[config.mk]
export PLATFORM = sky130hd
export DESIGN_NAME = mae_alarm_top
export DESIGN_NICKNAME = d
export VERILOG_FILES = /design/src/pkg/mae_pkg.sv /design/src/design/mae_fault_timer.sv /design/src/design/mae_alarm_top.sv
export SDC_FILE = /design/constraint.sdc
export NUM_CORES = 2
export LEC_CHECK = 0
export ABC_AREA = 0
export ABC_CLOCK_PERIOD_IN_PS = 6100
export BUFFER_PORTS_ARGS = -buffer_cell sky130_fd_sc_hd__buf_4
export CORE_AREA = 8 8 337 339
export DETAILED_ROUTE_END_ITERATION = 7
export DIE_AREA = 0 0 345 347
export HOLD_SLACK_MARGIN = 0.15
export PLACE_DENSITY = 0.66
export SLEW_MARGIN = 20
export SYNTH_ARGS = -nofsm -noshare
export SYNTH_HDL_FRONTEND = slang
export SYNTH_SLANG_ARGS = --single-unit
[constraint.sdc]
create_clock -name clock_in -period 6.1 [get_ports clock_in]
set_input_delay 1.22 -clock clock_in [delete_from_list [all_inputs] [get_ports clock_in]]
set_output_delay 1.22 -clock clock_in [all_outputs]
set_load 0.1 [all_outputs]
[src/pkg/mae_pkg.sv]
package mae_pkg;

  // ******************************************************************
  // Widths and counts
  // ******************************************************************
  localparam int CODE_W     = 72;
  localparam int NUM_TMR    = 21;
  localparam int NUM_DI     = 8;
  localparam int NUM_RTD    = 3;
  localparam int NUM_PAIR   = 3;
  localparam int DLY_W      = 16;
  localparam int PCT_W      = 8;
  localparam int ADDR_W     = 8;
  localparam int DATA_W     = 32;
  localparam int NUM_WORDS  = 3;
  localparam int WORD_BYTES = 4;
  localparam int WORD_SHIFT = 2;

  // ******************************************************************
  // Alarm and fault numbers
  // ******************************************************************
  localparam int C_MOTOR_OL  = 2;
  localparam int C_PTC       = 5;
  localparam int C_RTD_BASE  = 6;
  localparam int C_ROT_ABC   = 10;
  localparam int C_ROT_CBA   = 11;
  localparam int C_FREQ_LO   = 12;
  localparam int C_FREQ_HI   = 13;
  localparam int C_NOT_1PH   = 14;
  localparam int C_NOT_3PH   = 15;
  localparam int C_LINE_LO   = 21;
  localparam int C_LINE_HI   = 24;
  localparam int C_PH_LOSS   = 27;
  localparam int C_NO_LINE   = 28;
  localparam int C_RIDE_TMO  = 29;
  localparam int C_OVER_CUR  = 31;
  localparam int C_UNDER_CUR = 34;
  localparam int C_PF_LEAD   = 35;
  localparam int C_PF_LAG    = 36;
  localparam int C_IMBAL     = 37;
  localparam int C_GROUND    = 38;
  localparam int C_STACK_OL  = 47;
  localparam int C_TACH      = 53;
  localparam int C_DI_BASE   = 60;
  localparam int C_ANALOG    = 71;

  // Code served by each delay timer; the discrete inputs take the tail.
  localparam int TMR_DI_BASE = 13;
  localparam int TMR_CODE [NUM_TMR] = '{
    C_PTC, C_FREQ_LO, C_FREQ_HI, C_PH_LOSS, C_RIDE_TMO, C_OVER_CUR,
    C_UNDER_CUR, C_PF_LEAD, C_PF_LAG, C_IMBAL, C_GROUND, C_TACH, C_ANALOG,
    C_DI_BASE, C_DI_BASE + 1, C_DI_BASE + 2, C_DI_BASE + 3,
    C_DI_BASE + 4, C_DI_BASE + 5, C_DI_BASE + 6, C_DI_BASE + 7};

  // ******************************************************************
  // Levels, register map and reset values
  // ******************************************************************
  localparam logic [PCT_W-1:0] OL_TRIP_PCT  = 8'h64;
  localparam logic [PCT_W-1:0] STACK_OL_PCT = 8'h69;

  localparam logic [ADDR_W-1:0] REG_CTRL   = 8'h00;
  localparam logic [ADDR_W-1:0] REG_OL_LVL = 8'h04;
  localparam logic [ADDR_W-1:0] REG_STATUS = 8'h08;
  localparam logic [ADDR_W-1:0] REG_ALARM0 = 8'h10;
  localparam logic [ADDR_W-1:0] REG_FAULT0 = 8'h20;
  localparam logic [ADDR_W-1:0] REG_DELAY0 = 8'h40;

  localparam int CTRL_CBA_BIT = 0;
  localparam int CTRL_3PH_BIT = 1;
  localparam int CTRL_DI_LSB  = 8;
  localparam int STAT_ALM_BIT = 0;
  localparam int STAT_FLT_BIT = 1;

  localparam logic [PCT_W-1:0] OL_LVL_RST = 8'h5A;
  localparam logic [DLY_W-1:0] DELAY_RST  = 16'h03E8;

  localparam logic [CODE_W-1:0] ONE_CODE = {{(CODE_W-1){1'b0}}, 1'b1};
  localparam logic [CODE_W-1:0] START_MASK =
    (ONE_CODE << C_ROT_ABC) | (ONE_CODE << C_ROT_CBA) |
    (ONE_CODE << C_NOT_1PH) | (ONE_CODE << C_NOT_3PH) |
    ({{(CODE_W-6){1'b0}}, 6'h3F} << C_LINE_LO);

  // ******************************************************************
  // Timing
  // ******************************************************************
  localparam int CLK_PERIOD_NS  = 10;
  localparam int TICK_PERIOD_NS = 1000000;
  localparam int TICK_CYCLES    = TICK_PERIOD_NS / CLK_PERIOD_NS;

  // ******************************************************************
  // Types
  // ******************************************************************
  typedef enum logic [2:0] {
    TMR_IDLE = 3'b001,
    TMR_RUN  = 3'b010,
    TMR_DONE = 3'b100
  } mae_tmr_state_t;

  typedef struct packed {
    logic                running;
    logic                line_present;
    logic                rot_abc_seen;
    logic                rot_cba_seen;
    logic                single_phase_seen;
    logic [NUM_PAIR-1:0] line_low;
    logic [NUM_PAIR-1:0] line_high;
    logic                freq_low;
    logic                freq_high;
    logic                phase_loss;
    logic                sync_needed;
    logic                ride_wait;
    logic                over_cur;
    logic                under_cur;
    logic                pf_lead;
    logic                pf_lag;
    logic                imbalance;
    logic                ground_cur;
    logic                ptc_hot;
    logic [NUM_RTD-1:0]  rtd_alarm;
    logic                tach_invalid;
    logic                analog_over;
  } mae_cond_t;

endpackage

[src/design/mae_fault_timer.sv]
`timescale 1ns/1ns
module mae_fault_timer
  import mae_pkg::*;
(
  input  wire logic             clock_in,
  input  wire logic             arst_n_in,
  input  wire logic             cond_in,
  input  wire logic             tick_in,
  input  wire logic [DLY_W-1:0] delay_in,
  output logic                  alarm_out,
  output logic                  expire_out
);

  mae_tmr_state_t   state_r;
  mae_tmr_state_t   state_nxt;
  logic [DLY_W-1:0] cnt_r;
  logic [DLY_W-1:0] cnt_nxt;
  logic             expire_r;
  logic             expire_nxt;

  always_comb begin
    state_nxt  = state_r;
    cnt_nxt    = cnt_r;
    expire_nxt = 1'b0;
    case (state_r)
      TMR_IDLE: begin
        if (cond_in) begin
          state_nxt = TMR_RUN;
          cnt_nxt   = '0;
        end
      end
      TMR_RUN: begin
        if (!cond_in) begin
          state_nxt = TMR_IDLE;
        end else if (cnt_r >= delay_in) begin
          state_nxt  = TMR_DONE;
          expire_nxt = 1'b1;
        end else if (tick_in) begin
          cnt_nxt = cnt_r + 1'b1;
        end
      end
      TMR_DONE: begin
        // The fault is raised once; the condition must drop to rearm.
        if (!cond_in) begin
          state_nxt = TMR_IDLE;
        end
      end
      default: begin
        state_nxt = TMR_IDLE;
      end
    endcase
  end

  always_ff @(posedge clock_in or negedge arst_n_in) begin
    if (!arst_n_in) begin
      state_r  <= TMR_IDLE;
      cnt_r    <= '0;
      expire_r <= 1'b0;
    end else begin
      state_r  <= state_nxt;
      cnt_r    <= cnt_nxt;
      expire_r <= expire_nxt;
    end
  end

  assign alarm_out  = (state_r == TMR_RUN);
  assign expire_out = expire_r;

endmodule

[src/design/mae_alarm_top.sv]
// Chosen here: the placing of the registers and strobed register access.
`timescale 1ns/1ns
// Function
// - Alarm number equals its fault number
// - Overload alarm at level, held until reset
// - Thermistor alarm before its trip delay
// - One alarm per temperature sensor group
// - Stopped rotation alarm, start makes fault
// - Frequency alarm until in range or delay
// - Stopped phase-mode alarm, start makes fault
// - Stopped line-pair voltage alarms, start faults
// - Running phase loss alarm, then fault
// - Running current alarms escalate after delay
// - Running power factor alarms escalate
// - Imbalance and ground alarms escalate
// - No-line alarm while synchronisation needed
// - Ride-through alarm, fault after delay
// - Stack alarm above threshold percentage
// - Tachometer loss alarm, fault after delay
// - Discrete input alarms escalate per timer
// - Analog level alarm escalates after delay
module mae_alarm_top
  import mae_pkg::*;
#(
  parameter int TICK_CYC = TICK_CYCLES
)
(
  input  wire logic              clock_in,
  input  wire logic              arst_n_in,
  input  wire mae_cond_t         cond_in,
  input  wire logic [PCT_W-1:0]  motor_thermal_pct_in,
  input  wire logic [PCT_W-1:0]  stack_thermal_pct_in,
  input  wire logic              ol_lockout_reset_in,
  input  wire logic              start_cmd_in,
  input  wire logic [NUM_DI-1:0] discrete_input_line_in,
  input  wire logic [ADDR_W-1:0] reg_addr_in,
  input  wire logic [DATA_W-1:0] reg_wdata_in,
  input  wire logic              reg_wr_in,
  input  wire logic              reg_rd_in,
  output logic [DATA_W-1:0]      reg_rdata_out,
  output logic [CODE_W-1:0]      alarm_vec_out,
  output logic [CODE_W-1:0]      fault_vec_out,
  output logic                   alarm_any_out,
  output logic                   fault_any_out
);

  localparam int TICK_W = $clog2(TICK_CYC + 1);
  localparam int PAD_W  = NUM_WORDS * DATA_W;

  // ******************************************************************
  // Decode helpers
  // ******************************************************************
  function automatic logic in_bank(input logic [ADDR_W-1:0] a,
                                   input logic [ADDR_W-1:0] base,
                                   input int                n);
    in_bank = (a >= base) && (a < base + ADDR_W'(n * WORD_BYTES)) &&
              (a[WORD_SHIFT-1:0] == '0);
  endfunction

  function automatic int bank_idx(input logic [ADDR_W-1:0] a,
                                  input logic [ADDR_W-1:0] base);
    bank_idx = int'((a - base) >> WORD_SHIFT);
  endfunction

  function automatic logic [DATA_W-1:0] word_sel(input logic [CODE_W-1:0] v,
                                                 input int                w);
    logic [PAD_W-1:0] pad;
    pad      = {{(PAD_W-CODE_W){1'b0}}, v};
    word_sel = pad[w*DATA_W +: DATA_W];
  endfunction

  // ******************************************************************
  // Discrete input synchroniser
  // ******************************************************************
  logic [NUM_DI-1:0] di_meta_r;
  logic [NUM_DI-1:0] di_sync_r;

  // The pins are asynchronous to the system clock; only the second stage
  // is looked at.
  always_ff @(posedge clock_in or negedge arst_n_in) begin
    if (!arst_n_in) begin
      di_meta_r <= '0;
      di_sync_r <= '0;
    end else begin
      di_meta_r <= discrete_input_line_in;
      di_sync_r <= di_meta_r;
    end
  end

  // ******************************************************************
  // Delay time base
  // ******************************************************************
  logic [TICK_W-1:0] tick_cnt_r;
  logic [TICK_W-1:0] tick_cnt_nxt;
  logic              tick_r;
  logic              tick_nxt;

  // All fault delays count in these ticks, so one divider serves every
  // timer at the cost of up to one tick of jitter on the first count.
  always_comb begin
    tick_nxt     = 1'b0;
    tick_cnt_nxt = tick_cnt_r + 1'b1;
    if (tick_cnt_r == TICK_W'(TICK_CYC - 1)) begin
      tick_cnt_nxt = '0;
      tick_nxt     = 1'b1;
    end
  end

  always_ff @(posedge clock_in or negedge arst_n_in) begin
    if (!arst_n_in) begin
      tick_cnt_r <= '0;
      tick_r     <= 1'b0;
    end else begin
      tick_cnt_r <= tick_cnt_nxt;
      tick_r     <= tick_nxt;
    end
  end

  // ******************************************************************
  // Configuration registers
  // ******************************************************************
  logic              cba_r;
  logic              cba_nxt;
  logic              three_ph_r;
  logic              three_ph_nxt;
  logic [NUM_DI-1:0] di_en_r;
  logic [NUM_DI-1:0] di_en_nxt;
  logic [PCT_W-1:0]  overload_alarm_threshold_r;
  logic [PCT_W-1:0]  overload_alarm_threshold_nxt;
  logic [DLY_W-1:0]  delay_r   [NUM_TMR];
  logic [DLY_W-1:0]  delay_nxt [NUM_TMR];

  always_comb begin
    cba_nxt                      = cba_r;
    three_ph_nxt                 = three_ph_r;
    di_en_nxt                    = di_en_r;
    overload_alarm_threshold_nxt = overload_alarm_threshold_r;
    if (reg_wr_in && reg_addr_in == REG_CTRL) begin
      cba_nxt      = reg_wdata_in[CTRL_CBA_BIT];
      three_ph_nxt = reg_wdata_in[CTRL_3PH_BIT];
      di_en_nxt    = reg_wdata_in[CTRL_DI_LSB +: NUM_DI];
    end
    if (reg_wr_in && reg_addr_in == REG_OL_LVL) begin
      overload_alarm_threshold_nxt = reg_wdata_in[PCT_W-1:0];
    end
    for (int i = 0; i < NUM_TMR; i++) begin
      delay_nxt[i] = delay_r[i];
      if (reg_wr_in && in_bank(reg_addr_in, REG_DELAY0, NUM_TMR) &&
          bank_idx(reg_addr_in, REG_DELAY0) == i) begin
        delay_nxt[i] = reg_wdata_in[DLY_W-1:0];
      end
    end
  end

  always_ff @(posedge clock_in or negedge arst_n_in) begin
    if (!arst_n_in) begin
      cba_r                      <= 1'b0;
      three_ph_r                 <= 1'b0;
      di_en_r                    <= '0;
      overload_alarm_threshold_r <= OL_LVL_RST;
      for (int i = 0; i < NUM_TMR; i++) begin
        delay_r[i] <= DELAY_RST;
      end
    end else begin
      cba_r                      <= cba_nxt;
      three_ph_r                 <= three_ph_nxt;
      di_en_r                    <= di_en_nxt;
      overload_alarm_threshold_r <= overload_alarm_threshold_nxt;
      for (int i = 0; i < NUM_TMR; i++) begin
        delay_r[i] <= delay_nxt[i];
      end
    end
  end

  // ******************************************************************
  // Conditions by code and delay timers
  // ******************************************************************
  logic [CODE_W-1:0]  cond_code;
  logic [NUM_TMR-1:0] tmr_alarm;
  logic [NUM_TMR-1:0] tmr_exp;
  logic               stopped;

  assign stopped = !cond_in.running;

  always_comb begin
    cond_code = '0;
    cond_code[C_PTC]       = cond_in.ptc_hot;
    cond_code[C_FREQ_LO]   = cond_in.freq_low;
    cond_code[C_FREQ_HI]   = cond_in.freq_high;
    cond_code[C_PH_LOSS]   = cond_in.running && cond_in.phase_loss;
    cond_code[C_RIDE_TMO]  = cond_in.ride_wait;
    cond_code[C_OVER_CUR]  = cond_in.running && cond_in.over_cur;
    cond_code[C_UNDER_CUR] = cond_in.running && cond_in.under_cur;
    cond_code[C_PF_LEAD]   = cond_in.running && cond_in.pf_lead;
    cond_code[C_PF_LAG]    = cond_in.running && cond_in.pf_lag;
    cond_code[C_IMBAL]     = cond_in.running && cond_in.imbalance;
    cond_code[C_GROUND]    = cond_in.running && cond_in.ground_cur;
    cond_code[C_TACH]      = cond_in.tach_invalid;
    cond_code[C_ANALOG]    = cond_in.analog_over;
    cond_code[C_DI_BASE +: NUM_DI] = di_en_r & di_sync_r;
  end

  for (genvar g = 0; g < NUM_TMR; g++) begin : g_tmr
    mae_fault_timer u_tmr (
      .clock_in   (clock_in),
      .arst_n_in  (arst_n_in),
      .cond_in    (cond_code[TMR_CODE[g]]),
      .tick_in    (tick_r),
      .delay_in   (delay_r[g]),
      .alarm_out  (tmr_alarm[g]),
      .expire_out (tmr_exp[g])
    );
  end

  // ******************************************************************
  // Alarm and fault flags
  // ******************************************************************
  logic [CODE_W-1:0] alarm_r;
  logic [CODE_W-1:0] alarm_nxt;
  logic [CODE_W-1:0] fault_r;
  logic [CODE_W-1:0] fault_nxt;
  logic [CODE_W-1:0] fault_set;
  logic [PAD_W-1:0]  fault_clr;

  always_comb begin
    alarm_nxt = '0;
    fault_set = '0;
    fault_clr = '0;
    for (int i = 0; i < NUM_TMR; i++) begin
      alarm_nxt[TMR_CODE[i]] = tmr_alarm[i];
      fault_set[TMR_CODE[i]] = tmr_exp[i];
    end
    alarm_nxt[C_MOTOR_OL] = (alarm_r[C_MOTOR_OL] && !ol_lockout_reset_in) ||
                            (motor_thermal_pct_in >= overload_alarm_threshold_r);
    fault_set[C_MOTOR_OL] = (motor_thermal_pct_in >= OL_TRIP_PCT);
    alarm_nxt[C_RTD_BASE +: NUM_RTD] = cond_in.rtd_alarm;
    alarm_nxt[C_ROT_ABC] = stopped && cond_in.line_present &&
                           !cba_r && !cond_in.rot_abc_seen;
    alarm_nxt[C_ROT_CBA] = stopped && cond_in.line_present &&
                           cba_r && !cond_in.rot_cba_seen;
    alarm_nxt[C_NOT_1PH] = stopped && cond_in.line_present &&
                           !three_ph_r && !cond_in.single_phase_seen;
    alarm_nxt[C_NOT_3PH] = stopped && cond_in.line_present &&
                           three_ph_r && cond_in.single_phase_seen;
    alarm_nxt[C_LINE_LO +: NUM_PAIR] = stopped ? cond_in.line_low : '0;
    alarm_nxt[C_LINE_HI +: NUM_PAIR] = stopped ? cond_in.line_high : '0;
    alarm_nxt[C_NO_LINE] = cond_in.sync_needed && !cond_in.line_present;
    alarm_nxt[C_STACK_OL] = (stack_thermal_pct_in > STACK_OL_PCT);
    if (start_cmd_in) begin
      fault_set = fault_set | (alarm_r & START_MASK);
    end
    // Software clears faults by writing ones; a new set in the same
    // cycle wins so no trip is ever lost.
    if (reg_wr_in && in_bank(reg_addr_in, REG_FAULT0, NUM_WORDS)) begin
      fault_clr[bank_idx(reg_addr_in, REG_FAULT0)*DATA_W +: DATA_W] = reg_wdata_in;
    end
    fault_nxt = (fault_r & ~fault_clr[CODE_W-1:0]) | fault_set;
  end

  always_ff @(posedge clock_in or negedge arst_n_in) begin
    if (!arst_n_in) begin
      alarm_r <= '0;
      fault_r <= '0;
    end else begin
      alarm_r <= alarm_nxt;
      fault_r <= fault_nxt;
    end
  end

  assign alarm_vec_out = alarm_r;
  assign fault_vec_out = fault_r;
  assign alarm_any_out = |alarm_r;
  assign fault_any_out = |fault_r;

  // ******************************************************************
  // Register read port
  // ******************************************************************
  logic [DATA_W-1:0] rdata_r;
  logic [DATA_W-1:0] rdata_nxt;

  // Read data stands only in the cycle after the strobe; unmapped
  // addresses read as zero.
  always_comb begin
    rdata_nxt = '0;
    if (reg_rd_in) begin
      if (reg_addr_in == REG_CTRL) begin
        rdata_nxt[CTRL_CBA_BIT]           = cba_r;
        rdata_nxt[CTRL_3PH_BIT]           = three_ph_r;
        rdata_nxt[CTRL_DI_LSB +: NUM_DI]  = di_en_r;
      end else if (reg_addr_in == REG_OL_LVL) begin
        rdata_nxt[PCT_W-1:0] = overload_alarm_threshold_r;
      end else if (reg_addr_in == REG_STATUS) begin
        rdata_nxt[STAT_ALM_BIT] = |alarm_r;
        rdata_nxt[STAT_FLT_BIT] = |fault_r;
      end else if (in_bank(reg_addr_in, REG_ALARM0, NUM_WORDS)) begin
        rdata_nxt = word_sel(alarm_r, bank_idx(reg_addr_in, REG_ALARM0));
      end else if (in_bank(reg_addr_in, REG_FAULT0, NUM_WORDS)) begin
        rdata_nxt = word_sel(fault_r, bank_idx(reg_addr_in, REG_FAULT0));
      end else if (in_bank(reg_addr_in, REG_DELAY0, NUM_TMR)) begin
        rdata_nxt[DLY_W-1:0] = delay_r[bank_idx(reg_addr_in, REG_DELAY0)];
      end
    end
  end

  always_ff @(posedge clock_in or negedge arst_n_in) begin
    if (!arst_n_in) begin
      rdata_r <= '0;
    end else begin
      rdata_r <= rdata_nxt;
    end
  end

  assign reg_rdata_out = rdata_r;
endmodule

==> run_results.csv <==
group,metric,value,unit
status,status,"finished, final reports clean",
placed_design,placed_area,56790,sq um
clock_tree,cts_buffers,105,
timing,fin_crit_sh,77.55,%
placed_design,hpwl,121600,um
global_route,met1_usage,36.63,%
synthesis,yosys.cell_types.count,90,
global_route,grt.overflow.total,0,
synthesis,syn_avg_cell_area,10.18,sq um
worst_setup_path,r2r_start,"delay_r[233]$_DFFE_PN1P_",
clock_tree,cts_tree,"yes",
drt,dr.first_iter.drc_count,3946,
worst_setup_path,r2r_slack,2.45,ns
timing,post-route-min-period,4.730,ns
timing,report.final.slew_viol_count,0,
synthesis,seq_area_frac_synth,44.66,%
clock_tree,cts_buffer_depth,3,
pwr,peakVddDrop,202.9,uV
floorplanning,io_pins,276,
cells_and_area,syn2layout_area_growth,12.80,%
global_route,grt_pass1_wl,253800,um
timing,finalHoldViolCount,0,
drt,ant_nets,0,
placed_design,gp_congestion,0.9499,
worst_setup_path,worstRegToRegCells,10,
placed_design,io_buffers,239,
global_route,use_met2,41.43,%
timing,final.setup_skew,0.02451,ns
worst_setup_path,cp-start-kind,"flop",
cells_and_area,nFillCells,9377,
clock_tree,cts_sinks,949,
worst_setup_path,r2r-end,"g_tmr[6].u_tmr.cnt_r[7]$_DFFE_PN0P_",
clock_tree,clk_pin_slew_worst_paths,0.06,ns
timing,worst_slew_pin_slew,1.163,ns
worst_setup_path,critPathArrivalTime,3.51,ns
worst_hold_path,min_path_cells,0,
synthesis,netlist_area,53600,sq um
floorplanning,fp-row-count,121,
timing,max_slew_margin,22.15,%
worst_setup_path,required,4.88,ns
synthesis,synthCells,5265,
cells_and_area,drive_gt1_share,18.99,%
timing,timing.fmax,0.2114,GHz
timing,final.setup.tns,0,ns
cells_and_area,stdcell_area,60460,sq um
floorplanning,fp.coreArea,108100,sq um
timing,setup-violations-final,0,
floorplanning,die_h,347,um
drt,wl_per_cell,23.97,um
worst_setup_path,critPathMaxFanout,4,
clock_tree,cts_htree_levels,3,
clock_tree,cts_resized,0,
worst_hold_path,hp-class,"flop to flop",
drt,drt-vias-per-instance,5.975,
drt,wirelength,167100,um
drt,drc,0,
synthesis,synth-seq-cells,949,
synthesis,ys.flop_type,"dfrtp_1",
timing,rsz0062_at_grt,"no",
synthesis,synthArstFlopShare,100.0,%
worst_hold_path,hold_end,"di_sync_r[3]$_DFF_PN0_",
clock_tree,cts-root-buf,"clkbuf_16",
floorplanning,dieArea,119700,sq um
global_route,grt_start_max_net_pins,147,
synthesis,synth_edf_count,0,
floorplanning,fp.dieW,345,um
synthesis,yosysWarnings,0,
drt,dr.pass1.iters,5,
clock_tree,ctsHoldBuffers,0,
clock_tree,post-cts-setup-buffers,0,
clock_tree,clkLatencyLatePin,0.71,ns
drt,vias,41650,
floorplanning,start_util,49.59,%
global_route,top_usage_layer,"met2",
global_route,gr-usage-met3,5.509,%
worst_hold_path,min_from,"di_meta_r[3]$_DFF_PN0_",
pwr,p_leak,28.07,nW
global_route,grt_pass1_vias,40730,
global_route,grt_usage,27.25,%
worst_setup_path,end_kind,"output pin",
run,drv_cap,0,
cells_and_area,final_nets,5938,
pwr,power_density,249.0,nW/um^2
global_route,antenna_found_initial,19,
cells_and_area,final_util,55.93,%
worst_setup_path,critPathKind,"flop to output pin",
## cells in the mapped netlist (all sizes together), types with 54 or more instances
| cell type | n | area [sq um] |
|---|---|---|
| a21o | 96 | 720.7 |
| a21oi | 236 | 1181 |
| and3 | 75 | 469.2 |
| buf | 72 | 446.7 |
| clkbuf | 178 | 670.6 |
| dfrtp | 798 | 19970 |
| dfstp | 151 | 3968 |
| ha | 384 | 4805 |
| inv | 447 | 1678 |
| mux2 | 292 | 3288 |
| mux2i | 90 | 900.9 |
| mux4 | 80 | 1802 |
| nand2 | 406 | 1524 |
| nand2b | 69 | 431.7 |
| nand3 | 169 | 845.8 |
| nand4 | 122 | 763.2 |
| nor2 | 351 | 1318 |
| nor3 | 86 | 430.4 |
| nor4 | 54 | 359.1 |
| o21ai | 253 | 1266 |
| xnor2 | 103 | 902.1 |
| xor2 | 89 | 779.5 |
## flip-flops by register name (all words and copies together), names as in the netlist
| name | cells |
|---|---|
| delay_r | 336 |
| overload_alarm_threshold_r | 8 |
| reg_rdata_out | 32 |
| fault_vec_out | 72 |
| di_en_r | 8 |
| di_meta_r | 8 |
| cba_r | 1 |
| g_tmr.u_tmr.state_r | 63 |
| three_ph_r | 1 |
| tick_cnt_r | 17 |
| tick_r | 1 |
| g_tmr.u_tmr.cnt_r | 336 |
| g_tmr.u_tmr.expire_out | 21 |
| di_sync_r | 8 |
| alarm_vec_out | 37 |
## routing by layer
layer / part of all wire [%] / vias to the layer above
li1: - / 19120
met1: 42 / 20590
met5: 0.016 / -
met3: 7.5 / 411
met2: 44 / 1531
met4: 6.2 / 4
## metrics by stage
step / setup slack [ns] / total power, mW / hold slack, ns / cells
2_1_floorplan: 1.240 / 7.764 / 0.3312 / 5299
3_3_place_gp: 1.020 / 8.388 / 0.3364 / 6762
3_5_place_dp: 1.032 / 8.418 / 0.3378 / 6762
4_1_cts: 1.348 / 15.13 / 0.3500 / 6962
5_1_grt: 1.400 / 15.54 / 0.3624 / 6965
6_report: 1.370 / 15.06 / 0.3478 / 6971
## report_power, final
part / switching, mW / total, mW / internal, mW / leakage [nW]
registers: 0.204 / 6.71 / 6.51 / 12.3
logic: 1.11 / 1.62 / 0.512 / 14.0
clock network: 2.73 / 6.72 / 3.99 / 1.78
## critical path, cell delays in order (launching register included)
cell and delay, ns:
dfrtp_1 0.46, nor4_1 0.63, nand4_1 0.30, nor4_1 0.61, nand4_1 0.42, buf_4 0.38
## logic make-up after synthesis
family / after synthesis / share of synthesized area, %
muxes: 462 / 11.18
AOI/OAI and AO/OA: 986 / 11.88
buffers and inverters: 699 / 5.229
and+or+nand+nor: 1592 / 14.95
DFF: 949 / 44.66
adders and majority gates: 384 / 8.964
xor gates and xnor gates: 192 / 3.137
other: 1 / 0.006996
## layout make-up
| class | count | area [sq um] | share of cell area [%] |
|---|---|---|---|
| antenna | 8 | 20.02 | 0.03311 |
| clock buffer | 150 | 2970 | 4.913 |
| clock inverter | 50 | 665.6 | 1.101 |
| inverter | 449 | 1685 | 2.788 |
| multi-input combinational | 3651 | 27050 | 44.74 |
| sequential | 949 | 23940 | 39.59 |
| tap | 1414 | 1769 | 2.926 |
| timing repair buffer | 300 | 2366 | 3.913 |
## cell usage in the layout (no fill, tap or decap), types with 20 or more instances in the layout
master and n:
ha_1 384, and3_1 75, xnor2_1 103, o31ai_1 45, mux2_2 292, o22ai_1 26
buf_4 290, or2_2 21, o21ai_0 250, nor4_1 52, nand2_1 406, nor3_1 84
dfstp_2 151, and2_1 21, clkbuf_1 31, mux2i_1 90, dfrtp_1 798, inv_1 445
nor3b_1 24, clkinv_2 25, a21oi_1 235, a31oi_1 20, nand2b_1 69, nand3_1 169
a21boi_0 46, o211ai_1 29, a2111oi_0 21, clkbuf_16 108, nor2b_1 51, a211oi_1 51
mux4_2 80, conb_1 35, nor2_1 351, nand4_1 122, or3_1 52, or4_1 29
xor2_1 89, a21o_1 96, a22o_1 33
## how the worst max path moves through the flow
stage | startpoint | end | slack (ns)
2_1_floorplan | reg_addr_in[2] | fault_vec_out[22]$_DFF_PN0_ | 1.24
3_3_place_gp | reg_addr_in[5] | fault_vec_out[2]$_DFF_PN0_ | 1.02
3_5_place_dp | reg_addr_in[5] | fault_vec_out[2]$_DFF_PN0_ | 1.03
4_1_cts | fault_vec_out[59]$_DFF_PN0_ | fault_any_out | 1.35
5_1_grt | fault_vec_out[59]$_DFF_PN0_ | fault_any_out | 1.40
6_report | fault_vec_out[59]$_DFF_PN0_ | fault_any_out | 1.37
Note: power is estimated with default switching activity, not from simulation.
